===== config.mk =====
export PLATFORM = sky130hd
export DESIGN_NAME = pvau_top
export DESIGN_NICKNAME = d
export VERILOG_FILES = /design/src/pvau_pkg.sv /design/src/pvau_limit.sv /design/src/pvau_alarm.sv /design/src/pvau_top.sv
export SDC_FILE = /design/constraint.sdc
export NUM_CORES = 2
export LEC_CHECK = 0
export ABC_AREA = 1
export BUFFER_PORTS_ARGS = -buffer_cell sky130_fd_sc_hd__buf_4
export CAP_MARGIN = 20
export CORE_ASPECT_RATIO = 1.2
export CORE_MARGIN = 5
export CORE_UTILIZATION = 40
export DETAILED_ROUTE_END_ITERATION = 6
export GPL_ROUTABILITY_DRIVEN = 0
export PLACE_DENSITY = 0.57
export SLEW_MARGIN = 20
export SYNTH_ARGS = -nofsm -noshare
export SYNTH_HDL_FRONTEND = slang
export SYNTH_SLANG_ARGS = --single-unit

===== constraint.sdc =====
create_clock -name clk_in -period 10.57 [get_ports clk_in]
set_input_delay 2.6425 -clock clk_in [delete_from_list [all_inputs] [get_ports clk_in]]
set_output_delay 2.6425 -clock clk_in [all_outputs]
set_load 0.01 [all_outputs]

===== src/pvau_pkg.sv =====
package pvau_pkg;
  localparam int NUM_ALARMS = 4;
  localparam int VAL_W = 16;
  localparam int EXT_W = 18;
  localparam int ADDR_W = 8;
  localparam int DATA_W = 32;

  // Register byte addresses
  localparam logic [7:0] CTRL_ADDR = 8'h00;
  localparam logic [7:0] SETPOINT_ADDR = 8'h04;
  localparam logic [7:0] DEAD_ZONE_ADDR = 8'h08;
  localparam logic [7:0] DELAY_ADDR = 8'h0C;
  localparam logic [7:0] RATE_LIMIT_ADDR = 8'h10;
  localparam logic [7:0] SPAN_ADDR = 8'h14;
  localparam logic [7:0] RANGE_LO_ADDR = 8'h18;
  localparam logic [7:0] RANGE_HI_ADDR = 8'h1C;
  localparam logic [7:0] MODE_BASE_ADDR = 8'h20;
  localparam logic [7:0] THRESH_BASE_ADDR = 8'h30;
  localparam logic [7:0] EVENT_ADDR = 8'h40;
  localparam logic [7:0] PV_ADDR = 8'h44;
  localparam int ADDR_STEP_LSB = 2;

  // Field positions
  localparam int CTRL_RUN_BIT = 0;
  localparam int CTRL_CASCADE_BIT = 1;
  localparam int EVENT_ALARM_LSB = 4;

  // Reset values
  localparam logic [15:0] SPAN_RESET = 16'h03E8;
  localparam logic [15:0] RANGE_LO_RESET = 16'hFC18;
  localparam logic [15:0] RANGE_HI_RESET = 16'h03E8;

  typedef enum logic [3:0] {
    PVAU_OFF = 4'h0,
    PVAU_ABS_HI = 4'h1,
    PVAU_ABS_LO = 4'h2,
    PVAU_DEV_HI = 4'h3,
    PVAU_DEV_LO = 4'h4,
    PVAU_BAND = 4'h5,
    PVAU_RANGE = 4'h6,
    PVAU_ABS_HI_W = 4'h7,
    PVAU_ABS_LO_W = 4'h8,
    PVAU_DEV_HI_W = 4'h9,
    PVAU_DEV_LO_W = 4'hA,
    PVAU_BAND_W = 4'hB,
    PVAU_DEV_HI_RW = 4'hC,
    PVAU_DEV_LO_RW = 4'hD,
    PVAU_BAND_RW = 4'hE
  } pvau_mode_t;

  localparam logic [3:0] MODE_MAX = 4'hE;
endpackage


===== src/pvau_limit.sv =====
// Clamps a stored threshold to the range its alarm type accepts
module pvau_limit (
  // Setting
  input wire logic [3:0] mode_in,
  input wire logic signed [17:0] thr_in,
  // Limits
  input wire logic signed [17:0] span_in,
  input wire logic signed [17:0] range_lo_in,
  input wire logic signed [17:0] range_hi_in,
  // Result
  output logic signed [17:0] thr_out
);
  logic signed [17:0] lo;
  logic signed [17:0] hi;

  always_comb
  begin
    lo = range_lo_in;
    hi = range_hi_in;
    case (pvau_pkg::pvau_mode_t'(mode_in))
      pvau_pkg::PVAU_DEV_HI, pvau_pkg::PVAU_DEV_LO, pvau_pkg::PVAU_DEV_HI_W,
      pvau_pkg::PVAU_DEV_LO_W, pvau_pkg::PVAU_DEV_HI_RW, pvau_pkg::PVAU_DEV_LO_RW:
      begin
        lo = -span_in;
        hi = span_in;
      end
      pvau_pkg::PVAU_BAND, pvau_pkg::PVAU_RANGE, pvau_pkg::PVAU_BAND_W,
      pvau_pkg::PVAU_BAND_RW:
      begin
        lo = '0;
        hi = span_in;
      end
      default:
      begin
        lo = range_lo_in;
        hi = range_hi_in;
      end
    endcase
    if (thr_in < lo)
      thr_out = lo;
    else if (thr_in > hi)
      thr_out = hi;
    else
      thr_out = thr_in;
  end
endmodule


===== src/pvau_alarm.sv =====
// One alarm evaluator: compare, dead zone, delay count, wait
module pvau_alarm (
  // Clock and reset
  input wire logic clk_in,
  input wire logic rst_b_in,
  // Sample and events
  input wire logic sample_in,
  input wire logic start_in,
  input wire logic sp_chg_in,
  input wire logic signed [17:0] pv_in,
  input wire logic signed [17:0] dev_in,
  // Settings
  input wire logic [3:0] mode_in,
  input wire logic signed [17:0] thr_in,
  input wire logic [15:0] dz_in,
  input wire logic [15:0] dly_in,
  // Status
  output logic alarm_out
);
  logic alarm_r, alarm_nxt, wait_r, wait_nxt;
  logic [15:0] cnt_r, cnt_nxt;
  logic use_dev, use_abs, is_upper, is_wait, is_rewait, is_off, cond;
  logic signed [17:0] x, dz;

  always_comb
  begin
    use_dev = 1'b1;
    use_abs = 1'b0;
    is_upper = 1'b1;
    is_wait = 1'b0;
    is_rewait = 1'b0;
    is_off = 1'b0;
    case (pvau_pkg::pvau_mode_t'(mode_in))
      pvau_pkg::PVAU_ABS_HI: use_dev = 1'b0;
      pvau_pkg::PVAU_ABS_LO: {use_dev, is_upper} = 2'b00;
      pvau_pkg::PVAU_DEV_HI: use_dev = 1'b1;
      pvau_pkg::PVAU_DEV_LO: is_upper = 1'b0;
      pvau_pkg::PVAU_BAND: use_abs = 1'b1;
      pvau_pkg::PVAU_RANGE: {use_abs, is_upper} = 2'b10;
      pvau_pkg::PVAU_ABS_HI_W: {use_dev, is_wait} = 2'b01;
      pvau_pkg::PVAU_ABS_LO_W: {use_dev, is_upper, is_wait} = 3'b001;
      pvau_pkg::PVAU_DEV_HI_W: is_wait = 1'b1;
      pvau_pkg::PVAU_DEV_LO_W: {is_upper, is_wait} = 2'b01;
      pvau_pkg::PVAU_BAND_W: {use_abs, is_wait} = 2'b11;
      pvau_pkg::PVAU_DEV_HI_RW: {is_wait, is_rewait} = 2'b11;
      pvau_pkg::PVAU_DEV_LO_RW: {is_upper, is_wait, is_rewait} = 3'b011;
      pvau_pkg::PVAU_BAND_RW: {use_abs, is_wait, is_rewait} = 3'b111;
      default: is_off = 1'b1;
    endcase
    if (!use_dev)
      x = pv_in;
    else if (use_abs && dev_in < 0)
      x = -dev_in;
    else
      x = dev_in;
    dz = {2'b00, dz_in};
    // Dead zone widens the hold band only, so the trip point stays exact
    if (is_upper)
      cond = alarm_r ? (x > thr_in - dz) : (x > thr_in);
    else
      cond = alarm_r ? (x < thr_in + dz) : (x < thr_in);
  end

  always_comb
  begin
    alarm_nxt = alarm_r;
    cnt_nxt = cnt_r;
    wait_nxt = wait_r;
    if (is_off)
    begin
      alarm_nxt = 1'b0;
      cnt_nxt = '0;
      wait_nxt = 1'b0;
    end
    else
    begin
      if (sample_in)
      begin
        if (wait_r)
        begin
          alarm_nxt = 1'b0;
          cnt_nxt = '0;
          if (!cond)
            wait_nxt = 1'b0;
        end
        else if (!cond)
        begin
          alarm_nxt = 1'b0;
          cnt_nxt = '0;
        end
        else if (!alarm_r)
        begin
          if (cnt_r >= dly_in)
            alarm_nxt = 1'b1;
          else
            cnt_nxt = cnt_r + 16'h0001;
        end
      end
      // Arming a wait wins over a sample in the same cycle
      if ((start_in && is_wait) || (sp_chg_in && is_rewait))
      begin
        wait_nxt = 1'b1;
        alarm_nxt = 1'b0;
        cnt_nxt = '0;
      end
    end
  end

  always_ff @(posedge clk_in or negedge rst_b_in)
  begin
    if (!rst_b_in)
    begin
      alarm_r <= 1'b0;
      cnt_r <= '0;
      wait_r <= 1'b0;
    end
    else
    begin
      alarm_r <= alarm_nxt;
      cnt_r <= cnt_nxt;
      wait_r <= wait_nxt;
    end
  end

  assign alarm_out = alarm_r;
endmodule


===== src/pvau_top.sv =====
// What this block does
// - each channel has four independent alarms, each with own mode and threshold.
// - host writes a mode code 0 to 14 per alarm.
// - alarms 1 to 4 show in event word bits 4 to 7.
// - mode 0 disables the alarm; its bit stays clear.
// - modes 1 and 7 alarm when value exceeds threshold.
// - modes 2 and 8 alarm when value is below threshold.
// - modes 3, 9, 12 alarm when signed deviation exceeds threshold.
// - modes 4, 10, 13 alarm when signed deviation is below threshold.
// - modes 5, 11, 14 above on absolute deviation; mode 6 below.
// - thresholds clamp to input range, plus/minus span, or zero to span.
// - wait modes 7 to 14 ignore a condition present at control start.
// - re-wait modes 12 to 14 also wait again after a setpoint change.
// - a cascade slave skips the setpoint-change wait.
// - a nonzero setpoint rate limit skips the setpoint-change wait.
// - a dead zone gives hysteresis around the threshold.
// - alarm asserts once qualifying samples exceed the delay count.
// - one dead zone and one delay count serve all four alarms.
// - leaving the condition before the delay ends keeps the alarm off.
// - after a wait, arm only once the condition has first gone away.
// - after a setpoint re-wait, arm only once the condition has gone away.
module pvau_top (
  // Clock and reset
  input wire logic clk_in,
  input wire logic rst_b_in,
  // APB slave
  input wire logic psel_in,
  input wire logic penable_in,
  input wire logic pwrite_in,
  input wire logic [7:0] paddr_in,
  input wire logic [31:0] pwdata_in,
  output logic [31:0] prdata_out,
  output logic pready_out,
  output logic pslverr_out,
  // Samples from the same clock domain
  input wire logic sample_valid_in,
  input wire logic signed [15:0] measured_process_value_in,
  // Status
  output logic [3:0] alarm_status_out
);
  localparam int N = pvau_pkg::NUM_ALARMS;

  logic run_r, run_nxt, cascade_r, cascade_nxt;
  logic signed [15:0] control_setpoint_r, control_setpoint_nxt;
  logic [15:0] dead_zone_r, dead_zone_nxt, delay_r, delay_nxt;
  logic [15:0] rate_limit_r, rate_limit_nxt, span_r, span_nxt;
  logic signed [15:0] range_lo_r, range_lo_nxt, range_hi_r, range_hi_nxt;
  logic signed [15:0] pv_r, pv_nxt;
  logic [3:0] mode_r [N];
  logic [3:0] mode_nxt [N];
  logic signed [15:0] thr_r [N];
  logic signed [15:0] thr_nxt [N];
  logic signed [17:0] thr_lim [N];
  logic [31:0] prdata_r, prdata_nxt;
  logic start_r, start_nxt, sp_chg_r, sp_chg_nxt;
  logic wr_en, rd_setup, addr_ok, is_mode, is_thr;
  logic [1:0] idx;
  logic [3:0] alarm_vec;
  logic [15:0] event_word;
  logic signed [17:0] pv_ext, dev_ext, span_ext, lo_ext, hi_ext;

  assign wr_en = psel_in && penable_in && pwrite_in;
  assign rd_setup = psel_in && !penable_in && !pwrite_in;
  assign idx = paddr_in[pvau_pkg::ADDR_STEP_LSB +: 2];
  assign is_mode = (paddr_in[7:4] == pvau_pkg::MODE_BASE_ADDR[7:4]) && (paddr_in[1:0] == 2'b00);
  assign is_thr = (paddr_in[7:4] == pvau_pkg::THRESH_BASE_ADDR[7:4]) && (paddr_in[1:0] == 2'b00);
  assign event_word = {8'h00, alarm_vec, 4'h0};

  always_comb
  begin
    case (paddr_in)
      pvau_pkg::CTRL_ADDR, pvau_pkg::SETPOINT_ADDR, pvau_pkg::DEAD_ZONE_ADDR,
      pvau_pkg::DELAY_ADDR, pvau_pkg::RATE_LIMIT_ADDR, pvau_pkg::SPAN_ADDR,
      pvau_pkg::RANGE_LO_ADDR, pvau_pkg::RANGE_HI_ADDR, pvau_pkg::EVENT_ADDR,
      pvau_pkg::PV_ADDR:
        addr_ok = 1'b1;
      default:
        addr_ok = is_mode || is_thr;
    endcase
  end

  // Zero wait states; an unmapped address answers with an error
  assign pready_out = 1'b1;
  assign pslverr_out = psel_in && penable_in && !addr_ok;
  assign prdata_out = prdata_r;
  assign alarm_status_out = alarm_vec;

  always_comb
  begin
    run_nxt = run_r;
    cascade_nxt = cascade_r;
    control_setpoint_nxt = control_setpoint_r;
    dead_zone_nxt = dead_zone_r;
    delay_nxt = delay_r;
    rate_limit_nxt = rate_limit_r;
    span_nxt = span_r;
    range_lo_nxt = range_lo_r;
    range_hi_nxt = range_hi_r;
    pv_nxt = sample_valid_in ? measured_process_value_in : pv_r;
    mode_nxt = mode_r;
    thr_nxt = thr_r;
    start_nxt = 1'b0;
    sp_chg_nxt = 1'b0;
    if (wr_en)
    begin
      case (paddr_in)
        pvau_pkg::CTRL_ADDR:
        begin
          run_nxt = pwdata_in[pvau_pkg::CTRL_RUN_BIT];
          cascade_nxt = pwdata_in[pvau_pkg::CTRL_CASCADE_BIT];
          start_nxt = pwdata_in[pvau_pkg::CTRL_RUN_BIT] && !run_r;
        end
        pvau_pkg::SETPOINT_ADDR:
        begin
          control_setpoint_nxt = pwdata_in[15:0];
          // Setpoint-change wait skipped for a cascade slave or a ramped setpoint
          sp_chg_nxt = (pwdata_in[15:0] != control_setpoint_r) && run_r
                       && !cascade_r && (rate_limit_r == 16'h0000);
        end
        pvau_pkg::DEAD_ZONE_ADDR: dead_zone_nxt = pwdata_in[15:0];
        pvau_pkg::DELAY_ADDR: delay_nxt = pwdata_in[15:0];
        pvau_pkg::RATE_LIMIT_ADDR: rate_limit_nxt = pwdata_in[15:0];
        pvau_pkg::SPAN_ADDR: span_nxt = pwdata_in[15:0];
        pvau_pkg::RANGE_LO_ADDR: range_lo_nxt = pwdata_in[15:0];
        pvau_pkg::RANGE_HI_ADDR: range_hi_nxt = pwdata_in[15:0];
        default:
        begin
          // Codes above the last mode are dropped, the old mode stays
          if (is_mode && pwdata_in[31:4] == 28'h000_0000 && pwdata_in[3:0] <= pvau_pkg::MODE_MAX)
            mode_nxt[idx] = pwdata_in[3:0];
          if (is_thr)
            thr_nxt[idx] = pwdata_in[15:0];
        end
      endcase
    end
  end

  always_comb
  begin
    prdata_nxt = prdata_r;
    if (rd_setup)
    begin
      case (paddr_in)
        pvau_pkg::CTRL_ADDR: prdata_nxt = {30'h0000_0000, cascade_r, run_r};
        pvau_pkg::SETPOINT_ADDR: prdata_nxt = {16'h0000, control_setpoint_r};
        pvau_pkg::DEAD_ZONE_ADDR: prdata_nxt = {16'h0000, dead_zone_r};
        pvau_pkg::DELAY_ADDR: prdata_nxt = {16'h0000, delay_r};
        pvau_pkg::RATE_LIMIT_ADDR: prdata_nxt = {16'h0000, rate_limit_r};
        pvau_pkg::SPAN_ADDR: prdata_nxt = {16'h0000, span_r};
        pvau_pkg::RANGE_LO_ADDR: prdata_nxt = {16'h0000, range_lo_r};
        pvau_pkg::RANGE_HI_ADDR: prdata_nxt = {16'h0000, range_hi_r};
        pvau_pkg::EVENT_ADDR: prdata_nxt = {16'h0000, event_word};
        pvau_pkg::PV_ADDR: prdata_nxt = {16'h0000, pv_r};
        default:
        begin
          if (is_mode)
            prdata_nxt = {28'h000_0000, mode_r[idx]};
          else if (is_thr)
            prdata_nxt = {16'h0000, thr_r[idx]};
          else
            prdata_nxt = 32'h0000_0000;
        end
      endcase
    end
  end

  always_ff @(posedge clk_in or negedge rst_b_in)
  begin
    if (!rst_b_in)
    begin
      run_r <= 1'b0;
      cascade_r <= 1'b0;
      control_setpoint_r <= '0;
      dead_zone_r <= '0;
      delay_r <= '0;
      rate_limit_r <= '0;
      span_r <= pvau_pkg::SPAN_RESET;
      range_lo_r <= pvau_pkg::RANGE_LO_RESET;
      range_hi_r <= pvau_pkg::RANGE_HI_RESET;
      pv_r <= '0;
      prdata_r <= '0;
      start_r <= 1'b0;
      sp_chg_r <= 1'b0;
      for (int i = 0; i < N; i++)
      begin
        mode_r[i] <= pvau_pkg::PVAU_OFF;
        thr_r[i] <= '0;
      end
    end
    else
    begin
      run_r <= run_nxt;
      cascade_r <= cascade_nxt;
      control_setpoint_r <= control_setpoint_nxt;
      dead_zone_r <= dead_zone_nxt;
      delay_r <= delay_nxt;
      rate_limit_r <= rate_limit_nxt;
      span_r <= span_nxt;
      range_lo_r <= range_lo_nxt;
      range_hi_r <= range_hi_nxt;
      pv_r <= pv_nxt;
      prdata_r <= prdata_nxt;
      start_r <= start_nxt;
      sp_chg_r <= sp_chg_nxt;
      mode_r <= mode_nxt;
      thr_r <= thr_nxt;
    end
  end

  assign pv_ext = {{2{measured_process_value_in[15]}}, measured_process_value_in};
  assign dev_ext = pv_ext - {{2{control_setpoint_r[15]}}, control_setpoint_r};
  assign span_ext = {2'b00, span_r};
  assign lo_ext = {{2{range_lo_r[15]}}, range_lo_r};
  assign hi_ext = {{2{range_hi_r[15]}}, range_hi_r};

  for (genvar g = 0; g < N; g++)
  begin : g_alarm
    pvau_limit u_limit (
      .mode_in(mode_r[g]),
      .thr_in({{2{thr_r[g][15]}}, thr_r[g]}),
      .span_in(span_ext),
      .range_lo_in(lo_ext),
      .range_hi_in(hi_ext),
      .thr_out(thr_lim[g])
    );

    pvau_alarm u_alarm (
      .clk_in(clk_in),
      .rst_b_in(rst_b_in),
      .sample_in(sample_valid_in),
      .start_in(start_r),
      .sp_chg_in(sp_chg_r),
      .pv_in(pv_ext),
      .dev_in(dev_ext),
      .mode_in(mode_r[g]),
      .thr_in(thr_lim[g]),
      .dz_in(dead_zone_r),
      .dly_in(delay_r),
      .alarm_out(alarm_vec[g])
    );

  end
endmodule


==> run_results.csv <==
group,metric,value,unit
timing,tightest_slew,1180,ps
cts,postCtsSetupRepairBufs,0,
power_and_ir_drop,peakVddDrop,113,uV
final_layout,syn_to_final_growth,8.46,%
place,dp_hpwl,131000,um
floorplan,initial_utilization,0.402,
global_routing,grt_max_degree,139,
global_routing,overflow,0,
logic_synthesis,ys_async_sr_fraction,1.00,
setup_path,crit_top_cell,"nand2_1",
min_path,hold_class,"flip-flop to flip-flop",
setup_path,endpoint_kind,"flip-flop",
drt,first_pass_iters,7,
logic_synthesis,yosysTopAreaCellShare,0.193,
global_routing,grt_pass1_wl,243000,um
power_and_ir_drop,p_total,5.95,mW
power_and_ir_drop,p_leak,19.4,nW
logic_synthesis,synth_common_cells,"1220 x nand2_1, 651 x inv_1, 562 x ha_1",
global_routing,grt_antenna_before_repair,12,
timing,maxSlewHeadroom,0.210,
cts,ctsLongestPathBuffers,3,
logic_synthesis,syn_area,36400,um2
timing,setup_violations,0,
outcome,status,"finished, violations left",
timing,finalHoldViolCount,0,
floorplan,dieArea,97100,um2
setup_path,cp.arrival,10440,ps
logic_synthesis,synth_largest_area_cell,"ha_1",
setup_path,critPathLaunchType,"flip-flop",
drt,antenna_left,0,
cts,hold_buffers,0,
floorplan,die_w,285,um
power_and_ir_drop,switchingPower,2.84,mW
place,pre_cts_slack,930,ps
power_and_ir_drop,sw_frac_of_total,0.477,
outcome,violations,"DRC",
logic_synthesis,yosysWarnings,0,
setup_path,slowest_stage,"o21ai_0",
place,port-buffer-count,82,
final_layout,fill_cells,9552,
timing,tns,0,ps
final_layout,final_area,39500,um2
cts,cts_htree_levels,2,
cts,cts_tree,"built",
cts,cts_inserted_buffers,40,
timing,timing.hold.ws,481,ps
flow_run,max_cap_viol_count,0,
timing,finalCritPeriodShare,0.943,
global_routing,grt_use_total,0.335,
place,place_area,38100,um2
floorplan,die_h,340,um
timing,rsz0062_at_grt,"no",
floorplan,pin_count,100,
cts,clk_transition_reported_paths,70,ps
drt,routedWlPerCell,25.6,um
floorplan,num_rows,121,
timing,fin_skew,47.6,ps
cts,clock_sinks,300,
floorplan,fp.coreArea,90500,um2
logic_synthesis,synth.most_common_cell,"nand2_1",
setup_path,crit_required,11050,ps
drt,drtIter0Drc,4567,
setup_path,setup.worst_path.class,"flip-flop to flip-flop",
power_and_ir_drop,clock_power_share,0.240,
setup_path,crit_path_max_fanout,29,
drt,via_per_inst,5.95,
drt,finalWirelength,168000,um
final_layout,fin_nets,6009,
timing,clock.fmax,100,MHz
final_layout,drive_gt1_frac,0.0698,
logic_synthesis,synth_area_leaders,"ha_1 19%, dfrtp_1 19%, nand2_1 13%, o21ai_0 7.7%, inv_1 6.7%",
logic_synthesis,synth_area_per_cell,6.79,um2
logic_synthesis,synth-seq-cells,300,
logic_synthesis,synth_edf_count,0,
cts,clock_latency,630,ps
power_and_ir_drop,intPower,3.11,mW
logic_synthesis,synth_cell_types,67,
power_and_ir_drop,pwr-share-comb,0.559,
drt,drc,365,
cts,cts_root_buffer,"clkbuf_16",
logic_synthesis,synth.yosys.seq_area_share,0.207,
timing,final.min_clock_period,9960,ps
timing,layout_setup_ws,605,ps
global_routing,grt_pass1_vias,36600,
logic_synthesis,syn-instance-count,5357,
power_and_ir_drop,seqPwrFrac,0.201,
power_and_ir_drop,power_density,151,nW/um2
drt,vias,39200,
setup_path,slowest_delay,840,ps
timing,drv_slew,0,
logic_synthesis,synthFlopType,"dfrtp_1",
what timing repair did:
item	4_1_cts	5_1_grt
resized for setup	0	2
setup endpoints to repair	0	17
endpoints found under the hold margin	0	0
sequential cells by signal, indices dropped and copies added, names as in the netlist:
name                       count
pv_r                          16
range_lo_r                    16
start_r                        1
mode_r                        16
rate_limit_r                  16
g_alarm.u_alarm.alarm_out      4
range_hi_r                    16
g_alarm.u_alarm.wait_r         4
cascade_r                      1
control_setpoint_r            16
dead_zone_r                   16
prdata_out                    16
run_r                          1
sp_chg_r                       1
span_r                        16
g_alarm.u_alarm.cnt_r         64
delay_r                       16
thr_r                         64
power groups by stage:
stage	combinational, mW	clock (mW)	sequential (mW)
3_3_place_gp	3.21	0	1.21
5_1_grt	3.70	1.49	1.20
3_5_place_dp	3.24	0	1.21
6_report	3.33	1.43	1.20
4_1_cts	3.25	1.43	1.19
2_1_floorplan	2.31	0	1.20
cell families (layout without fill, tap and decap cells):
kind of cell	after synthesis	in the layout	synth area share
buffers and inverters	880	913	0.0968
and+or+nand+nor	2059	2059	0.238
muxes	1	1	0.000275
AOI/OAI and AO/OA	1359	1359	0.215
adders and majority gates	571	571	0.198
other	2	28	0.000206
xor gates and xnor gates	185	185	0.0445
DFF	300	300	0.207
layout make-up:
class,instances,area [um2],area share
well taps,1168,1460,0.0370
repair buffers,124,951,0.0241
clock buffers,55,1160,0.0294
multi-input cells,4192,25400,0.645
diodes,11,27.5,0.000698
clock inverters,16,183,0.00463
inverters,718,2700,0.0685
flip-flops and latches,300,7530,0.191
worst paths after layout:
check | start | endpoint | slack (ps) | cells after the start
worst max-delay path | span_r[1]$_DFFE_PN0P_ | g_alarm[2].u_alarm.cnt_r[12]$_DFFE_PN0P_ | 610 | 46
worst min-delay path | delay_r[1]$_DFFE_PN0P_ | delay_r[1]$_DFFE_PN0P_ | 480 | 2
worst max register to register | span_r[1]$_DFFE_PN0P_ | g_alarm[2].u_alarm.cnt_r[12]$_DFFE_PN0P_ | 610 | 46
worst min register to register | delay_r[1]$_DFFE_PN0P_ | delay_r[1]$_DFFE_PN0P_ | 480 | 2
max in group asynchronous | rst_b_in | thr_r[29]$_DFFE_PN0P_ | 6970 | 2
min in group asynchronous | rst_b_in | prdata_out[7]$_DFFE_PN0P_ | 2100 | 1
metrics by stage:
stage               utilization  std cells
CTS                       0.435       6573
floorplan                     -       5372
finish                    0.436       6584
detailed placement        0.420       6502
global route              0.436       6573
global placement          0.420       6502
metal layers:
layer,vias to the layer above,routed length (um),track usage
li1,18200,-,-
met2,2208,69700,0.505
met5,-,14,0.000500
met4,2,16700,0.252
met3,695,18300,0.102
met1,18100,63600,0.400
worst max-delay path: cells and delay by family, from the launching register on:
kind | cells | cell delay [ps]
AO/OA/AOI/OAI | 11 | 3000
XOR/XNOR | 2 | 650
adder cells (fa/ha/maj) | 5 | 1440
buffers and inverters | 5 | 720
flip-flops | 1 | 380
AND/OR/NAND/NOR | 23 | 3600
placed cells by master, fill, tap and decap left out, drive strengths merged, types with 5 or more instances in the layout:
master	netlist	layout
o22ai	81	81
o21bai	17	17
a21o	11	11
a21boi	22	22
and3	8	8
nor4	39	39
xnor2	25	25
or2	8	8
a211oi	10	10
dfstp	20	20
o211ai	52	52
o221ai	9	9
dfrtp	280	280
clkinv	7	16
a21oi	399	399
clkbuf	106	55
buf	56	124
ha	562	562
conb	2	17
a31oi	14	14
o21ai	633	633
a22oi	29	29
nor2	358	358
nand3	215	215
diode	0	11
nand4	102	102
a221oi	27	27
nor3	74	74
nor3b	5	5
o2111ai	12	12
inv	711	713
o21a	12	12
fa	9	9
o31ai	21	21
xor2	160	160
nand2	1240	1240
and2	5	5
Note: power is estimated with default switching activity, not from simulation.
